$ cat src/design/vfd_pkg.sv
package vfd_pkg;

  // Clock rate and timing figures
  localparam int CLK_KHZ = 50000;
  localparam int MUX_PERIOD_US = 100;
  localparam int MUX_PERIOD_CYCLES = (MUX_PERIOD_US * CLK_KHZ) / 1000;
  localparam int MUX_CLOCK_KHZ = 4000;
  localparam int MUX_HALF_CYCLES = CLK_KHZ / (2 * MUX_CLOCK_KHZ);
  localparam int BLINK_SLOW_MS = 1000;
  localparam int BLINK_FAST_MS = 500;
  localparam int BLINK_SLOW_CYCLES = BLINK_SLOW_MS * CLK_KHZ;
  localparam int BLINK_FAST_CYCLES = BLINK_FAST_MS * CLK_KHZ;

  // Serial word
  localparam logic [4:0] SPI_WORD_BITS = 5'h10;
  localparam int READ_FLAG = 7;

  // Command addresses
  localparam logic [7:0] CMD_CONFIG = 8'h04;
  localparam logic [7:0] CMD_GLYPH = 8'h05;
  localparam logic [7:0] CMD_TEST = 8'h07;
  localparam logic [7:0] CMD_CURSOR = 8'h0f;
  localparam logic [7:0] CMD_INDICATOR_BASE = 8'h20;

  // Glyph pointer port
  localparam int POINTER_FLAG = 7;
  localparam logic [7:0] POINTER_BASE = 8'h80;
  localparam logic [7:0] POINTER_LAST = 8'haf;
  localparam logic [5:0] GLYPH_LAST = 6'h2f;
  localparam int GLYPH_ENTRIES = 48;
  localparam int GLYPH_CHARS = 24;

  // Configuration fields and reset values
  localparam int CFG_SHUTDOWN = 0;
  localparam int CFG_LOCK = 1;
  localparam int CFG_RATE = 2;
  localparam int CFG_FONT = 3;
  localparam int CFG_SYNC = 4;
  localparam int CFG_CLEAR = 5;
  localparam int CFG_MODE = 6;
  localparam int CFG_PHASE = 7;
  localparam logic [6:0] CONFIG_RESET = 7'h00;
  localparam logic [7:0] CURSOR_RESET = 8'h60;
  localparam logic [7:0] INDICATOR_RESET = 8'h00;
  localparam logic [7:0] TEST_RESET = 8'h00;

  // Cursor fields
  localparam int CURSOR_BLINK = 7;
  localparam int CURSOR_ROW = 6;
  localparam int CURSOR_HIDE = 5;

  // Indicator codes
  localparam logic [1:0] IND_FIRST = 2'h1;
  localparam logic [1:0] IND_SECOND = 2'h2;
  localparam logic [1:0] IND_ON = 2'h3;

  // Byte 0 power-up glyphs, character 0 in the low bits
  localparam logic [23:0][6:0] GLYPH_DEFAULTS = {
    7'h3b, 7'h1c, 7'h4f, 7'h05, 7'h1d, 7'h76, 7'h15, 7'h0d,
    7'h47, 7'h4f, 7'h3d, 7'h4e, 7'h1f, 7'h77, 7'h7b, 7'h7f,
    7'h70, 7'h5f, 7'h5b, 7'h33, 7'h79, 7'h6d, 7'h30, 7'h7e};

  typedef enum logic [1:0] {
    ST_RUN = 2'b00,
    ST_STOPPING = 2'b01,
    ST_HALTED = 2'b11,
    ST_FLUSH = 2'b10
  } power_state_t;

endpackage

$ cat src/design/vfd_shutdown_cursor_font_regs.sv
module vfd_shutdown_cursor_font_regs #(
  parameter int INDICATOR_COUNT = 4,
  parameter int MUX_PERIOD_CYCLES = vfd_pkg::MUX_PERIOD_CYCLES,
  parameter int MUX_HALF_CYCLES = vfd_pkg::MUX_HALF_CYCLES,
  parameter int BLINK_SLOW_CYCLES = vfd_pkg::BLINK_SLOW_CYCLES,
  parameter int BLINK_FAST_CYCLES = vfd_pkg::BLINK_FAST_CYCLES
) (
  // System
  input wire logic clk,
  input wire logic reset_n,

  // Serial command pins
  input wire logic sclk,
  input wire logic cs_n,
  input wire logic din,
  output logic dout,

  // Output configuration from elsewhere
  input wire logic pump_is_clock,
  input wire logic phase_a_is_filament,
  input wire logic phase_b_is_filament,

  // Glyph lookup from the scan
  input wire logic [4:0] glyph_char,
  input wire logic digit_wide,
  output logic [13:0] glyph_segments,

  // Tube and supply outputs
  output logic tube_driver_disable_out,
  output logic multiplex_clock,
  output logic pump_out,
  output logic filament_drive_out_a,
  output logic filament_drive_out_b,

  // Configuration state
  output logic blink_phase,
  output logic display_mode,
  output logic font_select,
  output logic config_locked,

  // Cursor
  output logic cursor_row,
  output logic [5:0] cursor_digit,
  output logic cursor_lit,

  // Indicators, one bit per indicator byte
  output logic [INDICATOR_COUNT-1:0] indicator_first,
  output logic [INDICATOR_COUNT-1:0] indicator_second,
  output logic [INDICATOR_COUNT-1:0] indicator_third,
  output logic [INDICATOR_COUNT-1:0] indicator_fourth
);

  localparam int IDX_W = (INDICATOR_COUNT > 1) ? $clog2(INDICATOR_COUNT) : 1;

  // Received words
  logic word_valid;
  logic [15:0] word;
  logic [7:0] read_byte;

  // Register state
  logic [6:0] global_configuration;
  logic [7:0] cursor_select;
  logic [7:0] test_control;
  logic [INDICATOR_COUNT-1:0][7:0] indicator_blink_byte;

  // Glyph storage and pointer
  logic [vfd_pkg::GLYPH_ENTRIES-1:0][6:0] user_glyph_slot;
  logic [5:0] glyph_pointer;
  logic glyph_stuck;

  // Power sequencing
  vfd_pkg::power_state_t state;
  vfd_pkg::power_state_t next_state;
  logic period_end;
  logic filament_phase;

  // Serial front end; pins are synchronised inside
  spi_word_rx u_rx (
    .clk(clk),
    .reset_n(reset_n),
    .sclk(sclk),
    .cs_n(cs_n),
    .din(din),
    .dout(dout),
    .reply(read_byte),
    .word_valid(word_valid),
    .word(word)
  );

  // Word split into command and data
  wire [7:0] cmd = word[15:8];
  wire [7:0] data = word[7:0];
  wire is_read = cmd[vfd_pkg::READ_FLAG];
  wire [7:0] reg_addr = {1'b0, cmd[6:0]};

  // Strobes exist only once the whole word is in
  wire wr = word_valid & ~is_read;
  wire rd = word_valid & is_read;

  // Address decode, with no shutdown gating
  wire hit_config = reg_addr == vfd_pkg::CMD_CONFIG;
  wire hit_glyph = reg_addr == vfd_pkg::CMD_GLYPH;
  wire hit_test = reg_addr == vfd_pkg::CMD_TEST;
  wire hit_cursor = reg_addr == vfd_pkg::CMD_CURSOR;
  wire [7:0] ind_offset = reg_addr - vfd_pkg::CMD_INDICATOR_BASE;
  wire hit_ind = (reg_addr >= vfd_pkg::CMD_INDICATOR_BASE) &&
                 (ind_offset < 8'(INDICATOR_COUNT));
  wire [IDX_W-1:0] ind_index = ind_offset[IDX_W-1:0];

  // Config side effects are one-shot on the write
  wire config_wr = wr & hit_config;
  wire global_clear = config_wr & data[vfd_pkg::CFG_CLEAR];
  wire blink_sync = config_wr & data[vfd_pkg::CFG_SYNC];

  // Glyph port: data below 0x80, pointer at or above
  wire ptr_wr = wr & hit_glyph & data[vfd_pkg::POINTER_FLAG];
  wire glyph_wr = wr & hit_glyph & ~data[vfd_pkg::POINTER_FLAG];
  wire glyph_rd = rd & hit_glyph;
  wire ptr_in_range = data <= vfd_pkg::POINTER_LAST;
  wire glyph_access = (glyph_wr | glyph_rd) & ~glyph_stuck;
  wire ptr_at_last = glyph_pointer == vfd_pkg::GLYPH_LAST;
  wire [7:0] ptr_offset = data - vfd_pkg::POINTER_BASE;

  // Load in range, zero out of range
  wire [5:0] ptr_loaded = ptr_in_range ? ptr_offset[5:0] : 6'h00;
  wire [5:0] ptr_bumped = ptr_at_last ? glyph_pointer : glyph_pointer + 6'h01;
  wire [5:0] next_glyph_pointer = ptr_wr ? ptr_loaded :
                                  glyph_access ? ptr_bumped : glyph_pointer;

  // Shutdown request; test mode always keeps it running
  wire test_mode = test_control[0];
  wire want_shutdown = ~global_configuration[vfd_pkg::CFG_SHUTDOWN] & ~test_mode;

  // Stopping or halted: outputs held low; flush drives them again
  wire hold_low = (state == vfd_pkg::ST_STOPPING) || (state == vfd_pkg::ST_HALTED);
  wire osc_run = state != vfd_pkg::ST_HALTED;

  // A fresh period starts when leaving shutdown
  wire enter_flush = (next_state == vfd_pkg::ST_FLUSH) && (state != vfd_pkg::ST_FLUSH);
  wire timer_restart = enter_flush | blink_sync;

  // Live phase goes into the config readback
  wire [7:0] config_view = {blink_phase, global_configuration};
  wire [7:0] glyph_view = glyph_stuck ? 8'h00 : {1'b0, user_glyph_slot[glyph_pointer]};

  // Read selection; unmapped reads give zero
  wire [7:0] read_value = hit_config ? config_view :
                          hit_glyph ? glyph_view :
                          hit_cursor ? cursor_select :
                          hit_test ? test_control :
                          hit_ind ? indicator_blink_byte[ind_index] : 8'h00;

  // Glyph lookup for the scan
  wire glyph_char_ok = glyph_char < 5'(vfd_pkg::GLYPH_CHARS);
  wire [5:0] glyph_entry = {glyph_char, 1'b0};
  wire [6:0] glyph_byte0 = user_glyph_slot[glyph_entry];
  wire [6:0] glyph_byte1 = user_glyph_slot[glyph_entry + 6'h01];

  // Byte 1 only means something on wide digits
  wire [13:0] next_glyph_segments = !glyph_char_ok ? 14'h0000 :
                                    {digit_wide ? glyph_byte1 : 7'h00, glyph_byte0};

  // Cursor decode
  wire cursor_hidden = cursor_select[vfd_pkg::CURSOR_ROW] & cursor_select[vfd_pkg::CURSOR_HIDE];
  wire cursor_blinks = cursor_select[vfd_pkg::CURSOR_BLINK];
  wire next_cursor_lit = ~cursor_hidden & (~cursor_blinks | ~blink_phase);

  // Multiplex and blink timing
  mux_blink_timer #(
    .MUX_CYCLES(MUX_PERIOD_CYCLES),
    .OSC_HALF(MUX_HALF_CYCLES),
    .SLOW_CYCLES(BLINK_SLOW_CYCLES),
    .FAST_CYCLES(BLINK_FAST_CYCLES)
  ) u_timer (
    .clk(clk),
    .reset_n(reset_n),
    .run(osc_run),
    .restart(timer_restart),
    .blink_clear(blink_sync),
    .fast(global_configuration[vfd_pkg::CFG_RATE]),
    .period_end(period_end),
    .osc_out(multiplex_clock),
    .blink_phase(blink_phase)
  );

  // Indicator code to lit, for the current blink half
  function automatic logic code_lit(input logic [1:0] code, input logic phase);
    code_lit = (code == vfd_pkg::IND_ON) ||
               (code == vfd_pkg::IND_FIRST && !phase) ||
               (code == vfd_pkg::IND_SECOND && phase);
  endfunction

  // Shutdown sequencing
  always_comb begin
    next_state = state;
    unique case (state)
      vfd_pkg::ST_RUN: begin
        if (want_shutdown) begin
          next_state = vfd_pkg::ST_STOPPING;
        end
      end
      vfd_pkg::ST_STOPPING: begin
        if (!want_shutdown) begin
          next_state = vfd_pkg::ST_FLUSH;
        end else if (period_end) begin
          next_state = vfd_pkg::ST_HALTED;
        end
      end
      vfd_pkg::ST_HALTED: begin
        if (!want_shutdown) begin
          next_state = vfd_pkg::ST_FLUSH;
        end
      end
      vfd_pkg::ST_FLUSH: begin
        if (want_shutdown) begin
          next_state = vfd_pkg::ST_STOPPING;
        end else if (period_end) begin
          next_state = vfd_pkg::ST_RUN;
        end
      end
    endcase
  end

  // State register; power-up is shutdown
  always_ff @(posedge clk) begin
    if (!reset_n) begin
      state <= vfd_pkg::ST_HALTED;
    end else begin
      state <= next_state;
    end
  end

  // Tube blanked in every state but running
  always_ff @(posedge clk) begin
    if (!reset_n) begin
      tube_driver_disable_out <= 1'b1;
    end else begin
      tube_driver_disable_out <= next_state != vfd_pkg::ST_RUN;
    end
  end

  // Filament full-bridge phase follows the multiplex period
  always_ff @(posedge clk) begin
    if (!reset_n) begin
      filament_phase <= 1'b0;
    end else if (period_end) begin
      filament_phase <= ~filament_phase;
    end
  end

  // Supply outputs; only the configured roles are driven here
  always_ff @(posedge clk) begin
    if (!reset_n) begin
      pump_out <= 1'b0;
      filament_drive_out_a <= 1'b0;
      filament_drive_out_b <= 1'b0;
    end else begin
      pump_out <= pump_is_clock & ~hold_low & multiplex_clock;
      filament_drive_out_a <= phase_a_is_filament & ~hold_low & filament_phase;
      filament_drive_out_b <= phase_b_is_filament & ~hold_low & ~filament_phase;
    end
  end

  // Configuration; the phase bit is read-only
  always_ff @(posedge clk) begin
    if (!reset_n) begin
      global_configuration <= vfd_pkg::CONFIG_RESET;
    end else if (config_wr) begin
      global_configuration <= data[6:0];
    end
  end

  // Cursor and test registers
  always_ff @(posedge clk) begin
    if (!reset_n) begin
      cursor_select <= vfd_pkg::CURSOR_RESET;
      test_control <= vfd_pkg::TEST_RESET;
    end else begin
      if (wr && hit_cursor) begin
        cursor_select <= data;
      end
      if (wr && hit_test) begin
        test_control <= data;
      end
    end
  end

  // Glyph pointer and end-of-range latch
  always_ff @(posedge clk) begin
    if (!reset_n) begin
      glyph_pointer <= 6'h00;
      glyph_stuck <= 1'b0;
    end else begin
      glyph_pointer <= next_glyph_pointer;
      if (ptr_wr) begin
        glyph_stuck <= 1'b0;
      end else if (glyph_access && ptr_at_last) begin
        glyph_stuck <= 1'b1;
      end
    end
  end

  // Reply for the next frame
  always_ff @(posedge clk) begin
    if (!reset_n) begin
      read_byte <= 8'h00;
    end else if (rd) begin
      read_byte <= read_value;
    end
  end

  // Glyph slots; odd slots are byte 1 and power up blank
  for (genvar i = 0; i < vfd_pkg::GLYPH_ENTRIES; i++) begin : g_glyph
    localparam logic [6:0] SLOT_RESET = (i % 2 == 0) ? vfd_pkg::GLYPH_DEFAULTS[i / 2] : 7'h00;
    wire slot_wr = glyph_wr & ~glyph_stuck & (glyph_pointer == 6'(i));
    always_ff @(posedge clk) begin
      if (!reset_n) begin
        user_glyph_slot[i] <= SLOT_RESET;
      end else if (slot_wr) begin
        user_glyph_slot[i] <= data[6:0];
      end
    end
  end

  // Indicator bytes and their lit outputs
  for (genvar i = 0; i < INDICATOR_COUNT; i++) begin : g_ind
    wire byte_wr = wr & hit_ind & (ind_index == IDX_W'(i));
    wire [7:0] ind = indicator_blink_byte[i];
    always_ff @(posedge clk) begin
      if (!reset_n) begin
        indicator_blink_byte[i] <= vfd_pkg::INDICATOR_RESET;
      end else if (global_clear) begin
        indicator_blink_byte[i] <= vfd_pkg::INDICATOR_RESET;
      end else if (byte_wr) begin
        indicator_blink_byte[i] <= data;
      end
    end

    // Data survives shutdown; only the tube is blanked
    always_ff @(posedge clk) begin
      if (!reset_n) begin
        indicator_first[i] <= 1'b0;
        indicator_second[i] <= 1'b0;
        indicator_third[i] <= 1'b0;
        indicator_fourth[i] <= 1'b0;
      end else begin
        indicator_first[i] <= code_lit(ind[1:0], blink_phase);
        indicator_second[i] <= code_lit(ind[3:2], blink_phase);
        indicator_third[i] <= code_lit(ind[5:4], blink_phase);
        indicator_fourth[i] <= code_lit(ind[7:6], blink_phase);
      end
    end
  end

  // Registered views of state for the scan logic
  always_ff @(posedge clk) begin
    if (!reset_n) begin
      glyph_segments <= 14'h0000;
      cursor_row <= 1'b0;
      cursor_digit <= 6'h00;
      cursor_lit <= 1'b0;
      display_mode <= 1'b0;
      font_select <= 1'b0;
      config_locked <= 1'b0;
    end else begin
      glyph_segments <= next_glyph_segments;
      cursor_row <= cursor_select[vfd_pkg::CURSOR_ROW];
      cursor_digit <= cursor_select[5:0];
      cursor_lit <= next_cursor_lit;
      display_mode <= global_configuration[vfd_pkg::CFG_MODE];
      font_select <= global_configuration[vfd_pkg::CFG_FONT];
      config_locked <= global_configuration[vfd_pkg::CFG_LOCK];
    end
  end

endmodule

$ cat src/design/spi_word_rx.sv
module spi_word_rx (
  // System
  input wire logic clk,
  input wire logic reset_n,
  // Serial pins
  input wire logic sclk,
  input wire logic cs_n,
  input wire logic din,
  output logic dout,
  // Word side
  input wire logic [7:0] reply,
  output logic word_valid,
  output logic [15:0] word
);

  logic [2:0] sclk_s;
  logic [2:0] cs_s;
  logic [1:0] din_s;
  logic [15:0] tx;
  logic [4:0] count;

  // Edges seen only past the second stage
  wire sclk_rise = sclk_s[1] & ~sclk_s[2];
  wire cs_fall = ~cs_s[1] & cs_s[2];
  wire cs_rise = cs_s[1] & ~cs_s[2];
  wire shift_now = ~cs_s[1] & sclk_rise;

  // Synchronisers and frame counter
  always_ff @(posedge clk) begin
    if (!reset_n) begin
      sclk_s <= 3'h0;
      cs_s <= 3'h7;
      din_s <= 2'h0;
      count <= 5'h00;
      word <= 16'h0000;
      word_valid <= 1'b0;
    end else begin
      sclk_s <= {sclk_s[1:0], sclk};
      cs_s <= {cs_s[1:0], cs_n};
      din_s <= {din_s[0], din};
      word_valid <= cs_rise & (count == vfd_pkg::SPI_WORD_BITS);
      if (cs_fall) begin
        count <= 5'h00;
      end else if (shift_now && count != vfd_pkg::SPI_WORD_BITS) begin
        count <= count + 5'h01;
      end
      if (shift_now) begin
        word <= {word[14:0], din_s[1]}; // Extra bits keep the last 16
      end
    end
  end

  // Reply byte goes out during the next frame
  always_ff @(posedge clk) begin
    if (!reset_n) begin
      tx <= 16'h0000;
    end else if (cs_fall) begin
      tx <= {8'h00, reply};
    end else if (shift_now) begin
      tx <= {tx[14:0], 1'b0};
    end
  end

  assign dout = tx[15];

endmodule

$ cat src/design/mux_blink_timer.sv
module mux_blink_timer #(
  parameter int MUX_CYCLES = vfd_pkg::MUX_PERIOD_CYCLES,
  parameter int OSC_HALF = vfd_pkg::MUX_HALF_CYCLES,
  parameter int SLOW_CYCLES = vfd_pkg::BLINK_SLOW_CYCLES,
  parameter int FAST_CYCLES = vfd_pkg::BLINK_FAST_CYCLES
) (
  // System
  input wire logic clk,
  input wire logic reset_n,
  // Control
  input wire logic run,
  input wire logic restart,
  input wire logic blink_clear,
  input wire logic fast,
  // Timing
  output logic period_end,
  output logic osc_out,
  output logic blink_phase
);

  logic [31:0] mux_count;
  logic [31:0] osc_count;
  logic [31:0] blink_count;

  wire [31:0] mux_last = 32'(MUX_CYCLES - 1);
  wire [31:0] osc_last = 32'(OSC_HALF - 1);
  wire [31:0] blink_last = fast ? 32'(FAST_CYCLES - 1) : 32'(SLOW_CYCLES - 1);

  // Multiplex period; halting freezes it mid-count
  always_ff @(posedge clk) begin
    if (!reset_n || restart) begin
      mux_count <= 32'h0000_0000;
      period_end <= 1'b0;
    end else begin
      period_end <= run && mux_count == mux_last;
      if (run) begin
        mux_count <= (mux_count == mux_last) ? 32'h0000_0000 : mux_count + 32'h0000_0001;
      end
    end
  end

  // Multiplex clock square wave
  always_ff @(posedge clk) begin
    if (!reset_n || !run) begin
      osc_count <= 32'h0000_0000;
      osc_out <= 1'b0;
    end else if (osc_count == osc_last) begin
      osc_count <= 32'h0000_0000;
      osc_out <= ~osc_out;
    end else begin
      osc_count <= osc_count + 32'h0000_0001;
    end
  end

  // Blink halves; >= so a rate change never overshoots
  always_ff @(posedge clk) begin
    if (!reset_n || blink_clear) begin
      blink_count <= 32'h0000_0000;
      blink_phase <= 1'b0;
    end else if (run) begin
      if (blink_count >= blink_last) begin
        blink_count <= 32'h0000_0000;
        blink_phase <= ~blink_phase;
      end else begin
        blink_count <= blink_count + 32'h0000_0001;
      end
    end
  end

endmodule

$ cat config.mk
export PLATFORM = sky130hd
export DESIGN_NAME = vfd_shutdown_cursor_font_regs
export DESIGN_NICKNAME = d
export VERILOG_FILES = /design/src/design/vfd_pkg.sv /design/src/design/vfd_shutdown_cursor_font_regs.sv /design/src/design/spi_word_rx.sv /design/src/design/mux_blink_timer.sv
export SDC_FILE = /design/constraint.sdc
export NUM_CORES = 2
export LEC_CHECK = 0
export BUFFER_PORTS_ARGS = -buffer_cell sky130_fd_sc_hd__clkbuf_2
export CELL_PAD_IN_SITES_DETAIL_PLACEMENT = 1
export CELL_PAD_IN_SITES_GLOBAL_PLACEMENT = 2
export CORE_MARGIN = 5
export CORE_UTILIZATION = 44
export CTS_BUF_LIST = sky130_fd_sc_hd__clkbuf_4 sky130_fd_sc_hd__clkbuf_8 sky130_fd_sc_hd__clkbuf_16
export DETAILED_ROUTE_END_ITERATION = 10
export GPL_TIMING_DRIVEN = 0
export PLACE_DENSITY = 0.85
export SLEW_MARGIN = 30
export SYNTH_ARGS = -nofsm -noshare
export SYNTH_HDL_FRONTEND = slang
export SYNTH_SLANG_ARGS = --single-unit
export TNS_END_PERCENT = 1
$ cat constraint.sdc
create_clock -name clk -period 7.2 [get_ports clk]
set_input_delay 1.08 -clock clk [delete_from_list [all_inputs] [get_ports clk]]
set_output_delay 1.08 -clock clk [all_outputs]
set_load 0.03 [all_outputs]
==> flow_summary.ini <==
[routing]
drt_iter0_markers = 2641
dr_total_vias = 24800
viasPerCell = 6.24
wl_um = 115000
final_antenna_net_count = 0
wl_per_cell_um = 28.8
drcViolationCount = 0
drt-pass1-iter-count = 5

[min_path]
hold_class = register to register

[cells_and_area]
area_delta_synth_final_pct = 13.0
layout.cells.non_filler = 3976
diodes = 0
nets = 3102
post-route-cell-area_sq_mm = 0.0326
drive_above_1_share_pct = 16.3

[clocking]
clock-root-buffer = clkbuf_16
cts_buffers = 69
clk_latency_ns = 0.62
cts_setup_buffers = 0
htree_levels = 3
clk_pin_slew_worst_paths_ns = 0.06
cts_buffer_depth = 3
cts_tree = built
hold_buffers = 0
clock-sinks = 599
cts_resized = 0

[synthesis]
yosys.cell_types.count = 72
syn_avg_cell_area_sq_um = 9.80
yosys_register_bits = 599
yosys.area_share.simple_pct = 21.0
synth-adder-area-share_pct = 0.868
synth_edf_count = 0
synth_area_sq_mm = 0.0288
synth-compound-area-share_pct = 7.14
synth_flop_cell = dfxtp_1
synth_top_family_by_area = multiplexers
ys_top_cells_by_area = dfxtp_1 (42%), mux4_2 (14%), mux2i_1 (8.5%)
synth-warning-count = 0
synth_xor_area_share_pct = 3.01
yosysSeqAreaShare_pct = 41.6
yosysTopAreaCell = dfxtp_1
async_flop_share_pct = 0
synthTopCellsByCount = dfxtp_1 (599), nand2_1 (408), nand3_1 (257)
syn_nets = 2973
synth_top_area_share_pct = 41.6
synthCells = 2939
synth_most_common_cell = dfxtp_1
synthMuxAreaShare_pct = 22.3

[timing]
fin_crit_sh_pct = 55.5
hold_viol = 0
holdWs_ns = 0.410
setup-tns-final_ns = 0
final.min_clock_period_ns = 3.99
maxSlewHeadroom_pct = 22.9
tightest_slew_ns = 1.16
max_freq_mhz = 250
fin_worst_skew_ns = 0.0184
setup_violations = 0
rsz0062_at_grt = no
maxSlewViolCount = 0

[critical_path]
critPathBufInv = 6
r2r_slack_ns = 3.21
worstPathCellList = clkbuf_1 -> buf_2 -> buf_2 -> clkbuf_1 -> inv_1 -> ha_1 -> nand3_1 -> nand2b_1 -> clkbuf_1 -> mux2i_1 -> nor2b_1
path_delay_family = buffers and inverters
cp-start-kind = register
cp.arrival_ns = 4.50
crit_slowest_cell = clkbuf_1
crit_required_ns = 7.71
slowest_delay_ns = 0.60
cp-end-kind = register
path_max_fanout = 10
crit_path_frequent_cell = clkbuf_1
crit_type = register to register

[floorplan]
fp.dieH_um = 266
die_w_um = 266
io_pins = 62
die_area_sq_mm = 0.0707
start_util_pct = 44.5
coreArea_sq_mm = 0.0647
rows = 93

[placement]
port_buffers = 58
placed_cells = 3852
place_congestion = 0.996
hpwl_um = 84500
placed_cell_area_sq_mm = 0.0302

[grt]
track_usage_pct = 31.5
grt_max_degree = 14
antenna_found_initial = 6
grt_pass1_wl_um = 168000
first_global_vias = 25400
globalRouteOverflowTotal = 0

[power_and_ir_drop]
powerDensity_mw_per_mm2 = 221
combPwrFrac_pct = 3.2
p_sw_mw = 1.66
p_leak_nw = 11.9
power.share.clock_pct = 50.5
ir_worst_vdd_v = 0.000169
internal_power_mw = 5.51
p_sw_share_pct = 23.2
seqPwrFrac_pct = 46.3

[flow_run]
max-cap-violations = 0

[run_status]
outcome = finished, final reports clean
## per-layer routing
layer / share of wire [%] / track usage (%)
met4: 4.6 / 13.0
met1: 41 / 42.3
met2: 45 / 49.2
met5: 0.024 / 0
met3: 9.2 / 7.71
## cells by family (layout without fill, tap and decap cells)
kind of cell / count (synthesis) / count (layout)
DFF: 599 / 599
xor gates and xnor gates: 99 / 99
AOI/OAI and AO/OA: 340 / 340
adders and majority gates: 20 / 20
and+or+nand+nor: 1192 / 1192
muxes: 422 / 422
buffers and inverters: 267 / 449
## state kept, by name, summed over array words and instances, names as in the netlist, 7 cells and up
register              count
g_ind.ind                32
user_glyph_slot         336
glyph_segments           14
cursor_select             8
u_timer.blink_count      32
global_configuration      7
u_rx.tx                  16
test_control              8
u_timer.mux_count        32
u_timer.osc_count        32
u_rx.word                16
read_byte                 8
## area by class of cell
| type | instances | area [sq um] |
|---|---|---|
| Timing Repair Buffer | 58 | 290 |
| Clock inverter | 17 | 113 |
| Fill cell | 7315 | 32100 |
| Inverter | 39 | 146 |
| Buffer | 228 | 1050 |
| Sequential cell | 599 | 12000 |
| Multi-Input combinational cell | 2073 | 15700 |
| Clock buffer | 107 | 2210 |
| Tap cell | 855 | 1070 |
## layout by cell type (no fill, tap or decap), drive strengths merged, types with 13 or more instances in the layout
cell    instances
buf            82
and3           22
inv            41
nor4           20
a31o           20
ha             20
xor2           56
o21ai         163
and2           24
a21boi         40
mux2i         245
nand3         285
dfxtp         599
clkinv         13
nor3           19
a21oi          45
xnor2          43
nand4          41
o22ai          23
nor2b         112
mux4          175
nand2b         15
nor2          198
clkbuf        311
nand2         408
## final timing paths
check,from,endpoint,cells past startpoint
setup / recovery,glyph_pointer[1]$_SDFFE_PN0P_,user_glyph_slot[308]$_SDFFE_PN0P_,11
hold / removal,u_rx.cs_s[0]$_SDFF_PN1_,u_rx.cs_s[1]$_SDFF_PN1_,1
setup reg to reg,glyph_pointer[1]$_SDFFE_PN0P_,user_glyph_slot[308]$_SDFFE_PN0P_,11
hold reg to reg,u_rx.cs_s[0]$_SDFF_PN1_,u_rx.cs_s[1]$_SDFF_PN1_,1
## through the flow
| step | util, % | power (mW) | setup WS (ns) |
|---|---|---|---|
| 6_report | 50.3 | 7.18 | 3.21 |
| 5_1_grt | 50.3 | 7.34 | 3.04 |
| 4_1_cts | 50.3 | 7.20 | 3.31 |
| 3_5_place_dp | 46.7 | 3.62 | 2.94 |
| 3_3_place_gp | 46.6 | 3.62 | 2.61 |
| 2_1_floorplan | - | 3.53 | 4.05 |
## power by group through the flow
| stage | Combinational, mW | Clock (mW) | Sequential (mW) |
|---|---|---|---|
| floorplan | 0.126 | 0 | 3.40 |
| global placement | 0.223 | 0 | 3.40 |
| detailed placement | 0.227 | 0 | 3.40 |
| CTS | 0.228 | 3.65 | 3.32 |
| global route | 0.238 | 3.78 | 3.32 |
| finish | 0.233 | 3.62 | 3.32 |
## worst reg2reg max path, delay by kind of cell (launching register included)
family        cells  cell delay, ns
fa+ha+maj         1            0.23
mux               1            0.31
buf+inv           6            2.54
simple gates      3            0.44
flops             1            0.37
Note: power is estimated with default switching activity, not from simulation.
